File: config.mk
export PLATFORM = sky130hd
export DESIGN_NAME = drfd_fetch
export DESIGN_NICKNAME = d
export VERILOG_FILES = /design/src/logic/drfd_pkg.sv /design/src/logic/drfd_fetch.sv
export SDC_FILE = /design/constraint.sdc
export NUM_CORES = 1
export LEC_CHECK = 0
export BUFFER_PORTS_ARGS = -buffer_cell sky130_fd_sc_hd__buf_2
export CORE_ASPECT_RATIO = 1.2
export CORE_UTILIZATION = 45
export DETAILED_ROUTE_END_ITERATION = 10
export SYNTH_ARGS = -nofsm -noshare
export SYNTH_HDL_FRONTEND = slang
export SYNTH_HIERARCHICAL = 1
export SYNTH_SLANG_ARGS = --single-unit
File: constraint.sdc
create_clock -name clk -period 6.9 [get_ports clk]
set_clock_uncertainty 0.1 [all_clocks]
set_input_delay 1.035 -clock clk [delete_from_list [all_inputs] [get_ports clk]]
set_output_delay 1.035 -clock clk [all_outputs]
set_load 0.02 [all_outputs]
File: src/logic/drfd_pkg.sv
package drfd_pkg;

  // ----------------------------------------------------------------
  // Sizes and codes
  // ----------------------------------------------------------------
  localparam int         ADDR_W      = 14;
  localparam int         ROW_LEN     = 80;
  localparam logic [6:0] ROW_TC      = 7'h50;
  localparam logic [6:0] COL_LAST    = 7'h4f;
  localparam logic [7:0] BLANK_CHAR  = 8'h20;
  localparam logic [7:0] LINE_END    = 8'hcc;
  localparam logic [7:0] PAGE_END    = 8'hce;
  localparam logic [13:0] ADDR_CLEAR = 14'h0000;
  localparam int         INV_BIT     = 1;
  localparam int         LINK_HI_W   = 6;
  localparam int         FIFO_DEPTH  = 8;

  // ----------------------------------------------------------------
  // Bus sequencer states and byte classes
  // ----------------------------------------------------------------
  typedef enum logic [2:0] {
    SEQ_IDLE,
    SEQ_BID,
    SEQ_OBTAINED,
    SEQ_REQUEST,
    SEQ_WAIT,
    SEQ_RELEASE
  } drfd_seq_t;

  typedef enum logic [2:0] {
    CLS_CONTROL,
    CLS_CHAR,
    CLS_PAGE_END,
    CLS_LINE_END,
    CLS_LINK
  } drfd_cls_t;

  // One row buffer write, queued between the fetch side and the buffers.
  typedef struct packed {
    logic       bufSel;
    logic [6:0] col;
    logic       inv;
    logic [6:0] code;
  } drfd_entry_t;

  localparam int ENTRY_W = $bits(drfd_entry_t);

endpackage

File: src/logic/drfd_fetch.sv
`timescale 1ns/1ps

// --------------------------------------------------------------------
// Write queue between the fetch side and the row buffers
// --------------------------------------------------------------------
module drfd_fifo #(
  parameter int WIDTH = 16,
  parameter int DEPTH = 8
) (
  input  wire logic             clk,
  input  wire logic             rst,
  input  wire logic             inValid,
  output logic                  inReady,
  input  wire logic [WIDTH-1:0] inData,
  output logic                  outValid,
  input  wire logic             outReady,
  output logic [WIDTH-1:0]      outData
);
  localparam int PW = $clog2(DEPTH);

  logic [WIDTH-1:0] mem [DEPTH];
  logic [PW:0]      wrPtr_q;
  logic [PW:0]      rdPtr_q;
  logic             full;
  logic             empty;

  // Extra pointer bit tells full from empty.
  assign empty    = (wrPtr_q == rdPtr_q);
  assign full     = (wrPtr_q[PW-1:0] == rdPtr_q[PW-1:0]) && (wrPtr_q[PW] != rdPtr_q[PW]);
  assign inReady  = !full;
  assign outValid = !empty;
  assign outData  = mem[rdPtr_q[PW-1:0]];

  // Storage write.
  always_ff @(posedge clk) begin
    if (inValid && !full) begin
      mem[wrPtr_q[PW-1:0]] <= inData;
    end
  end

  // Pointer update.
  always_ff @(posedge clk) begin
    if (rst) begin
      wrPtr_q <= '0;
      rdPtr_q <= '0;
    end else begin
      if (inValid && !full) begin
        wrPtr_q <= wrPtr_q + 1'b1;
      end
      if (outReady && !empty) begin
        rdPtr_q <= rdPtr_q + 1'b1;
      end
    end
  end
endmodule

// Functional notes
// - Two row buffers; fill one, display other.
// - Link byte fetches one more address byte.
// - Line end blanks rest of row.
// - Page end blanks rest of page.
// - Control byte bit one is inverse video.
// - Characters are 7-bit codes, 128 glyphs.
// - Row start pulse clears character counter.
// - Each character load increments the counter.
// - Count 80 holds sequencer idle.
// - 14-bit down counting address drives bus.
// - Link load: held byte high, bus low.
// - Frame sync clears address counter.
// - Line/page end stop address counting.
// - Address outputs released except when commanded.
// - 8-bit holding register captures bus data.
// - Fill mode pseudo reads load blanks.
// - Control sets flags, characters enter buffer.
// - Reset clears the holding register.
// - Priority decode gives exactly one class.
// - Holding register captured entering wait state.
// - Character load pulse in release state.
// - Sequencer walks idle-bid-obtained-request-wait-release.
// - Fill blank is code 040 octal.
// - Counter end clears line flag; sync clears page.
// - Byte classes from upper bit prefixes.
module drfd_fetch (
  input  wire logic        clk,
  input  wire logic        rst,
  input  wire logic        rowStartPulse,
  input  wire logic        frameSyncPulse,
  input  wire logic        evenRowSel,
  input  wire logic        dmaEnable,
  input  wire logic        busPriorIn,
  input  wire logic        busWait,
  input  wire logic [7:0]  busData,
  input  wire logic        dispShift,
  output logic             busPriorOut,
  output logic             busBusy,
  output logic             busReq,
  output logic [13:0]      addrBus,
  output logic             addrDriveN,
  output logic [7:0]       dispChar,
  output logic             inverseVideo,
  output logic [6:0]       charCount
);

  // ------------------------------------------------------------------
  // Declarations
  // ------------------------------------------------------------------
  drfd_pkg::drfd_seq_t   state_q;
  drfd_pkg::drfd_seq_t   state_d;
  drfd_pkg::drfd_cls_t   cls;
  drfd_pkg::drfd_entry_t pushEntry;
  drfd_pkg::drfd_entry_t popEntry;
  logic [7:0]  hold_q;
  logic [7:0]  lowByte_q;
  logic [13:0] addr_q;
  logic [6:0]  count_q;
  logic [6:0]  dispCol_q;
  logic        lineEnd_q;
  logic        pageEnd_q;
  logic        linkPend_q;
  logic        inv_q;
  logic        busPriorOut_q;
  logic        busBusy_q;
  logic        busReq_q;
  logic        addrDriveN_q;
  logic [7:0]  dispChar_q;
  logic        fill;
  logic        enterWait;
  logic        inRelease;
  logic        loadPulse;
  logic        fifoInReady;
  logic        fifoOutValid;
  logic        fifoOutReady;
  logic [drfd_pkg::ENTRY_W-1:0] popBits;
  logic [7:0]  rowMem [2][drfd_pkg::ROW_LEN];

  // ------------------------------------------------------------------
  // Byte classifier
  // ------------------------------------------------------------------

  // Priority decode on the highest set prefix; flags fall in with control.
  function automatic drfd_pkg::drfd_cls_t classify(input logic [7:0] b);
    drfd_pkg::drfd_cls_t c;
    c = drfd_pkg::CLS_CONTROL;
    if (!b[7]) begin
      c = drfd_pkg::CLS_CHAR;
    end else if (!b[6]) begin
      c = drfd_pkg::CLS_CONTROL;
    end else if (b[5] || b[4]) begin
      c = drfd_pkg::CLS_LINK;
    end else if (b == drfd_pkg::LINE_END) begin
      c = drfd_pkg::CLS_LINE_END;
    end else if (b == drfd_pkg::PAGE_END) begin
      c = drfd_pkg::CLS_PAGE_END;
    end
    return c;
  endfunction

  // Decode of the held byte, one class at a time.
  assign cls       = classify(hold_q);
  assign fill      = lineEnd_q || pageEnd_q;
  assign enterWait = (state_q == drfd_pkg::SEQ_REQUEST) && (state_d == drfd_pkg::SEQ_WAIT);
  assign inRelease = (state_q == drfd_pkg::SEQ_RELEASE);
  assign loadPulse = inRelease && !linkPend_q && (cls == drfd_pkg::CLS_CHAR)
                     && (count_q < drfd_pkg::ROW_TC);

  // ------------------------------------------------------------------
  // Bus sequencer
  // ------------------------------------------------------------------

  // Next state; idle waits for room in the row, enable and queue space.
  always_comb begin
    state_d = state_q;
    unique case (state_q)
      drfd_pkg::SEQ_IDLE: begin
        if (dmaEnable && fifoInReady && !rowStartPulse && (count_q < drfd_pkg::ROW_TC)) begin
          state_d = drfd_pkg::SEQ_BID;
        end
      end
      drfd_pkg::SEQ_BID: begin
        if (busPriorIn) begin
          state_d = drfd_pkg::SEQ_OBTAINED;
        end
      end
      drfd_pkg::SEQ_OBTAINED: begin
        state_d = drfd_pkg::SEQ_REQUEST;
      end
      drfd_pkg::SEQ_REQUEST: begin
        if (busWait || fill) begin
          state_d = drfd_pkg::SEQ_WAIT;
        end
      end
      drfd_pkg::SEQ_WAIT: begin
        state_d = drfd_pkg::SEQ_RELEASE;
      end
      drfd_pkg::SEQ_RELEASE: begin
        state_d = drfd_pkg::SEQ_IDLE;
      end
    endcase
  end

  // State register.
  always_ff @(posedge clk) begin
    if (rst) begin
      state_q <= drfd_pkg::SEQ_IDLE;
    end else begin
      state_q <= state_d;
    end
  end

  // Registered bus controls, derived from the next state.
  always_ff @(posedge clk) begin
    if (rst) begin
      busPriorOut_q <= 1'b0;
      busBusy_q     <= 1'b0;
      busReq_q      <= 1'b0;
      addrDriveN_q  <= 1'b1;
    end else begin
      busPriorOut_q <= (state_d == drfd_pkg::SEQ_BID) || (state_d == drfd_pkg::SEQ_OBTAINED)
                       || (state_d == drfd_pkg::SEQ_REQUEST);
      busBusy_q     <= (state_d == drfd_pkg::SEQ_OBTAINED) || (state_d == drfd_pkg::SEQ_REQUEST)
                       || (state_d == drfd_pkg::SEQ_WAIT);
      busReq_q      <= (state_d == drfd_pkg::SEQ_REQUEST) && !fill;
      addrDriveN_q  <= !((state_d == drfd_pkg::SEQ_OBTAINED) || (state_d == drfd_pkg::SEQ_REQUEST)
                       || (state_d == drfd_pkg::SEQ_WAIT));
    end
  end

  // ------------------------------------------------------------------
  // Holding register and link low byte
  // ------------------------------------------------------------------

  // Capture on entry to wait; a pending link keeps the high byte held.
  always_ff @(posedge clk) begin
    if (rst) begin
      hold_q    <= 8'h00;
      lowByte_q <= 8'h00;
    end else if (enterWait) begin
      if (linkPend_q) begin
        lowByte_q <= busData;
      end else if (fill) begin
        hold_q <= drfd_pkg::BLANK_CHAR;
      end else begin
        hold_q <= busData;
      end
    end
  end

  // ------------------------------------------------------------------
  // Address counter
  // ------------------------------------------------------------------

  // Sync clears, link loads both halves, normal reads count down.
  always_ff @(posedge clk) begin
    if (rst) begin
      addr_q <= drfd_pkg::ADDR_CLEAR;
    end else if (frameSyncPulse) begin
      addr_q <= drfd_pkg::ADDR_CLEAR;
    end else if (inRelease && linkPend_q) begin
      addr_q <= {hold_q[drfd_pkg::LINK_HI_W-1:0], lowByte_q};
    end else if (inRelease && !fill) begin
      addr_q <= addr_q - 14'h0001;
    end
  end

  // ------------------------------------------------------------------
  // Control flags
  // ------------------------------------------------------------------

  // Link pending flag: set by a link byte, cleared after the address load.
  always_ff @(posedge clk) begin
    if (rst) begin
      linkPend_q <= 1'b0;
    end else if (inRelease) begin
      linkPend_q <= !linkPend_q && (cls == drfd_pkg::CLS_LINK);
    end
  end

  // Line end flag: set wins over the terminal count clear.
  always_ff @(posedge clk) begin
    if (rst) begin
      lineEnd_q <= 1'b0;
    end else if (inRelease && !linkPend_q && (cls == drfd_pkg::CLS_LINE_END)) begin
      lineEnd_q <= 1'b1;
    end else if (count_q == drfd_pkg::ROW_TC) begin
      lineEnd_q <= 1'b0;
    end
  end

  // Page end flag: set wins over the frame sync clear.
  always_ff @(posedge clk) begin
    if (rst) begin
      pageEnd_q <= 1'b0;
    end else if (inRelease && !linkPend_q && (cls == drfd_pkg::CLS_PAGE_END)) begin
      pageEnd_q <= 1'b1;
    end else if (frameSyncPulse) begin
      pageEnd_q <= 1'b0;
    end
  end

  // Inverse video: taken from bit one of a control byte, cleared in fill.
  always_ff @(posedge clk) begin
    if (rst) begin
      inv_q <= 1'b0;
    end else if (inRelease && fill) begin
      inv_q <= 1'b0;
    end else if (inRelease && !linkPend_q && (cls == drfd_pkg::CLS_CONTROL) && !hold_q[6]) begin
      inv_q <= hold_q[drfd_pkg::INV_BIT];
    end
  end

  // ------------------------------------------------------------------
  // Character counter
  // ------------------------------------------------------------------

  // Cleared at row start, advanced by each load, never past 80.
  always_ff @(posedge clk) begin
    if (rst) begin
      count_q <= 7'h00;
    end else if (rowStartPulse) begin
      count_q <= 7'h00;
    end else if (loadPulse) begin
      count_q <= count_q + 7'h01;
    end
  end

  // ------------------------------------------------------------------
  // Write queue and row buffers
  // ------------------------------------------------------------------

  // Each load queues the character for the buffer named by the row select.
  // A fill blank never carries inverse video, since the entry masks the flag with fill.
  always_comb begin
    pushEntry        = '0;
    pushEntry.bufSel = evenRowSel;
    pushEntry.col    = count_q;
    pushEntry.inv    = inv_q && !fill;
    pushEntry.code   = hold_q[6:0];
  end

  drfd_fifo #(
    .WIDTH (drfd_pkg::ENTRY_W),
    .DEPTH (drfd_pkg::FIFO_DEPTH)
  ) uFifo (
    .clk      (clk),
    .rst      (rst),
    .inValid  (loadPulse),
    .inReady  (fifoInReady),
    .inData   (pushEntry),
    .outValid (fifoOutValid),
    .outReady (fifoOutReady),
    .outData  (popBits)
  );

  // Buffer port is shared with display reads, so a shift stalls the drain.
  assign fifoOutReady = !dispShift;
  assign popEntry     = drfd_pkg::drfd_entry_t'(popBits);

  // Row buffer write.
  always_ff @(posedge clk) begin
    if (fifoOutValid && fifoOutReady) begin
      rowMem[popEntry.bufSel][popEntry.col] <= {popEntry.inv, popEntry.code};
    end
  end

  // Display side rotates the other buffer, once per scan line.
  always_ff @(posedge clk) begin
    if (rst) begin
      dispCol_q  <= 7'h00;
      dispChar_q <= 8'h00;
    end else if (rowStartPulse) begin
      dispCol_q <= 7'h00;
    end else if (dispShift) begin
      dispChar_q <= rowMem[!evenRowSel][dispCol_q];
      dispCol_q  <= (dispCol_q == drfd_pkg::COL_LAST) ? 7'h00 : dispCol_q + 7'h01;
    end
  end

  // ------------------------------------------------------------------
  // Outputs
  // ------------------------------------------------------------------
  assign busPriorOut  = busPriorOut_q;
  assign busBusy      = busBusy_q;
  assign busReq       = busReq_q;
  assign addrBus      = addr_q;
  assign addrDriveN   = addrDriveN_q;
  assign dispChar     = dispChar_q;
  assign inverseVideo = inv_q;
  assign charCount    = count_q;
endmodule

==> impl_metrics.yaml <==
clocking:
  cts_setup_buffers: 0
  htreeDepth: 4
  cts_tree: "done"
  cts-root-buf: "clkbuf_16"
  clkTransAtPathRegs_ns: 0.06
  worstSkewPairLatency_ns: 0.79
  clock_sinks: 1482
  cts_buffers: 144
  max-clock-path-buffers: 3
  cts_resized: 0
  cts_hold_repair.buffers: 0
critical_path:
  endpoint_kind: "flop"
  crit_path_top_delay_cell: "nor2_1"
  start_kind: "flop"
  path_max_fanout: 12
  arrival_ns: 4.93
  critical_path_class: "flop to flop"
  slowest_delay_ns: 1.16
  required_ns: 7.19
  crit_chain: "xor2_1, nor3_1, nand2_1, nor2b_1, and2_1, nand4_1, nor2_1"
  crit_family: "simple AND/OR/NAND/NOR gates"
  timing.critical_path.buf_inv: 0
sta:
  slew_violations: 0
  final_hold_viol_count: 0
  max_freq_mhz: 215.8
  finalSetupViolCount: 0
  setup_tns_ns: 0
  rsz0062_at_grt: "no"
  post-route-period-util_pct: 67.17
  tightest_slew_ns: 1.251
  max_slew_margin_pct: 16.59
  period_needed_ns: 4.634
placed_design:
  io_buffer_count: 50
  place_congestion: 0.8134
  dpl-instance-area_um2: 60110
  dp_hpwl_um: 84040
floorplan:
  core_um2: 128300
  die_height_um: 395.5
  ioPinCount: 51
  die_area_um2: 130500
  rows: 144
  die_x_um: 330.0
  start_util_pct: 45.27
detailed_routing:
  drt_wl_total_um: 137900
  vias: 28049
  ant_nets: 0
  via_per_inst: 5.986
  drtPass1Iterations: 10
  drc_errors: 2
  wl_per_cell_um: 29.44
  drt_iter0_markers: 2854
finish:
  fill_cells: 10146
  finish.instance_area_um2: 64710
  area_growth_pct: 11.41
  antennaDiodeCount: 0
  layout-drive-gt1-share_pct: 24.71
  nNetsFinal: 2913
pwr:
  swShare_pct: 22.33
  power_density_nw_per_um2: 298.4
  intPower_mw: 15.00
  p_clk_share_pct: 39.8
  totalPowerFinal_mw: 19.31
  ir_drop_v: 0.0002553
  seq_power_share_pct: 53.6
  combPwrFrac_pct: 6.6
  leakagePower_nw: 20.18
  switchingPower_mw: 4.312
synth:
  synthTopCellsByCount: "1408 x edfxtp_1, 390 x mux4_2, 226 x nor2_1"
  synth-edff-count: 1408
  ys_seq_area_share_pct: 75.35
  synth_flop_cell: "edfxtp_1"
  yosysMostFrequentCell: "edfxtp_1"
  synth_cells: 2810
  syn_area_per_cell_um2: 20.67
  synth_seq_cells: 1482
  yosysTopAreaCell: "edfxtp_1"
  netlist.area_leader.share_pct: 72.80
  ys_warn_count: 6
  ys_types: 65
  synth_nets: 2833
  ys_top_cells_by_area: "edfxtp_1 73%, mux4_2 15%, dfxtp_1 2.6%"
  async_reset_ff_share_pct: 0
  synthesis.area_um2: 58080
outcome:
  violations: "design-rule violations"
  status: "finished with violations"
grt:
  grt_pass1_wl_um: 202300
  antenna_found_initial: 1
  grt.total_usage_pct: 21.59
  grt_pass1_vias: 29121
  grt_max_degree: 161
  overflow: 0
min_path:
  hp-class: "flop to flop"
job:
  drv_cap: 0
placed cells by master (no fill, tap or decap), drive strengths merged, types with 10 or more instances in the layout:
cell and n:
o22ai 11, clkbuf 184, or3 12, clkinv 53, o21ai 20, inv 22
a41oi 10, xnor2 17, nor2b 21, nor3 16, dfxtp 74, nor4 11
nor2 226, a211oi 15, a22oi 18, mux2i 61, mux2 23, nand4 18
nand2 96, mux4 390, a21oi 23, nand3 39, bufinv 10, buf 91
edfxtp 1408
cell families (layout without fill, tap and decap cells):
kind of cell / count (synthesis) / count (layout) / share of synthesized area, %
buffers and inverters: 172 / 369 / 1.596
adders and majority gates: 6 / 6 / 0.1293
and+or+nand+nor: 493 / 493 / 3.923
muxes: 474 / 474 / 16.63
DFF: 1482 / 1482 / 75.35
xor gates and xnor gates: 25 / 25 / 0.4093
AOI/OAI and AO/OA: 158 / 158 / 1.960
power groups by stage:
stage               clock network (mW)  registers [mW]  logic (mW)
floorplan                            0            10.5       0.760
global placement                     0            10.5        1.26
detailed placement                   0            10.5        1.30
CTS                               7.82            10.3        1.30
global route                      8.14            10.3        1.36
finish                            7.69            10.3        1.28
state kept, by name, indices dropped and copies added (netlist names), 3 cells and up, named ones only:
signal	flops
uFifo/rdPtr_q	4
rowMem	1280
charCount	7
dispChar	8
state_q	3
dispCol_q	7
uFifo/mem	128
uFifo/wrPtr_q	4
addrBus	14
hold_q	8
lowByte_q	8
stage by stage:
step	hold slack, ns	std cells	util [%]	setup WS, ns
CTS	0.3693	4686	50.44	2.299
finish	0.3959	4686	50.44	2.266
floorplan	0.3596	2810	-	3.017
global placement	0.3771	4423	46.86	2.334
detailed placement	0.3914	4423	46.86	2.325
global route	0.4066	4686	50.44	2.133
worst min-delay path, cell delays in order (launching register included):
cell	delay [ns]
dfxtp_1	0.33
mux2i_1	0.06
nor2_1	0.07
worst paths after layout:
| kind | start | slack, ns | end | cells after the start |
|---|---|---|---|---|
| hold reg to reg | lowByte_q[2]$_SDFFE_PP0P_ | 0.40 | lowByte_q[2]$_SDFFE_PP0P_ | 2 |
| setup / recovery | uFifo/wrPtr_q[1]$_SDFFE_PP0P_ | 2.27 | rowMem[1][384]$_DFFE_PP_ | 7 |
| hold / removal | lowByte_q[2]$_SDFFE_PP0P_ | 0.40 | lowByte_q[2]$_SDFFE_PP0P_ | 2 |
| setup reg to reg | uFifo/wrPtr_q[1]$_SDFFE_PP0P_ | 2.27 | rowMem[1][384]$_DFFE_PP_ | 7 |
area by class of cell:
type                    instances  area, um2  area share (%)
clock buffers                 184       3857           5.962
multi-input cells            1156      13540           20.93
inverters                      15      57.56         0.08895
flip-flops and latches       1482      43770           67.65
repair buffers                 91      643.1          0.9939
clock inverters                79      734.5           1.135
well taps                    1679       2101           3.247
per-layer routing:
metal  global-route usage (%)  vias to the layer above  wire length (um)
li1                         -                    11739                 -
met1                    28.56                    15044             54800
met2                    36.43                     1058             71380
met3                    3.460                      208              7649
met4                    7.085                        0              4112
met5                        0                        -                 0
Note: power is estimated with default switching activity, not from simulation.
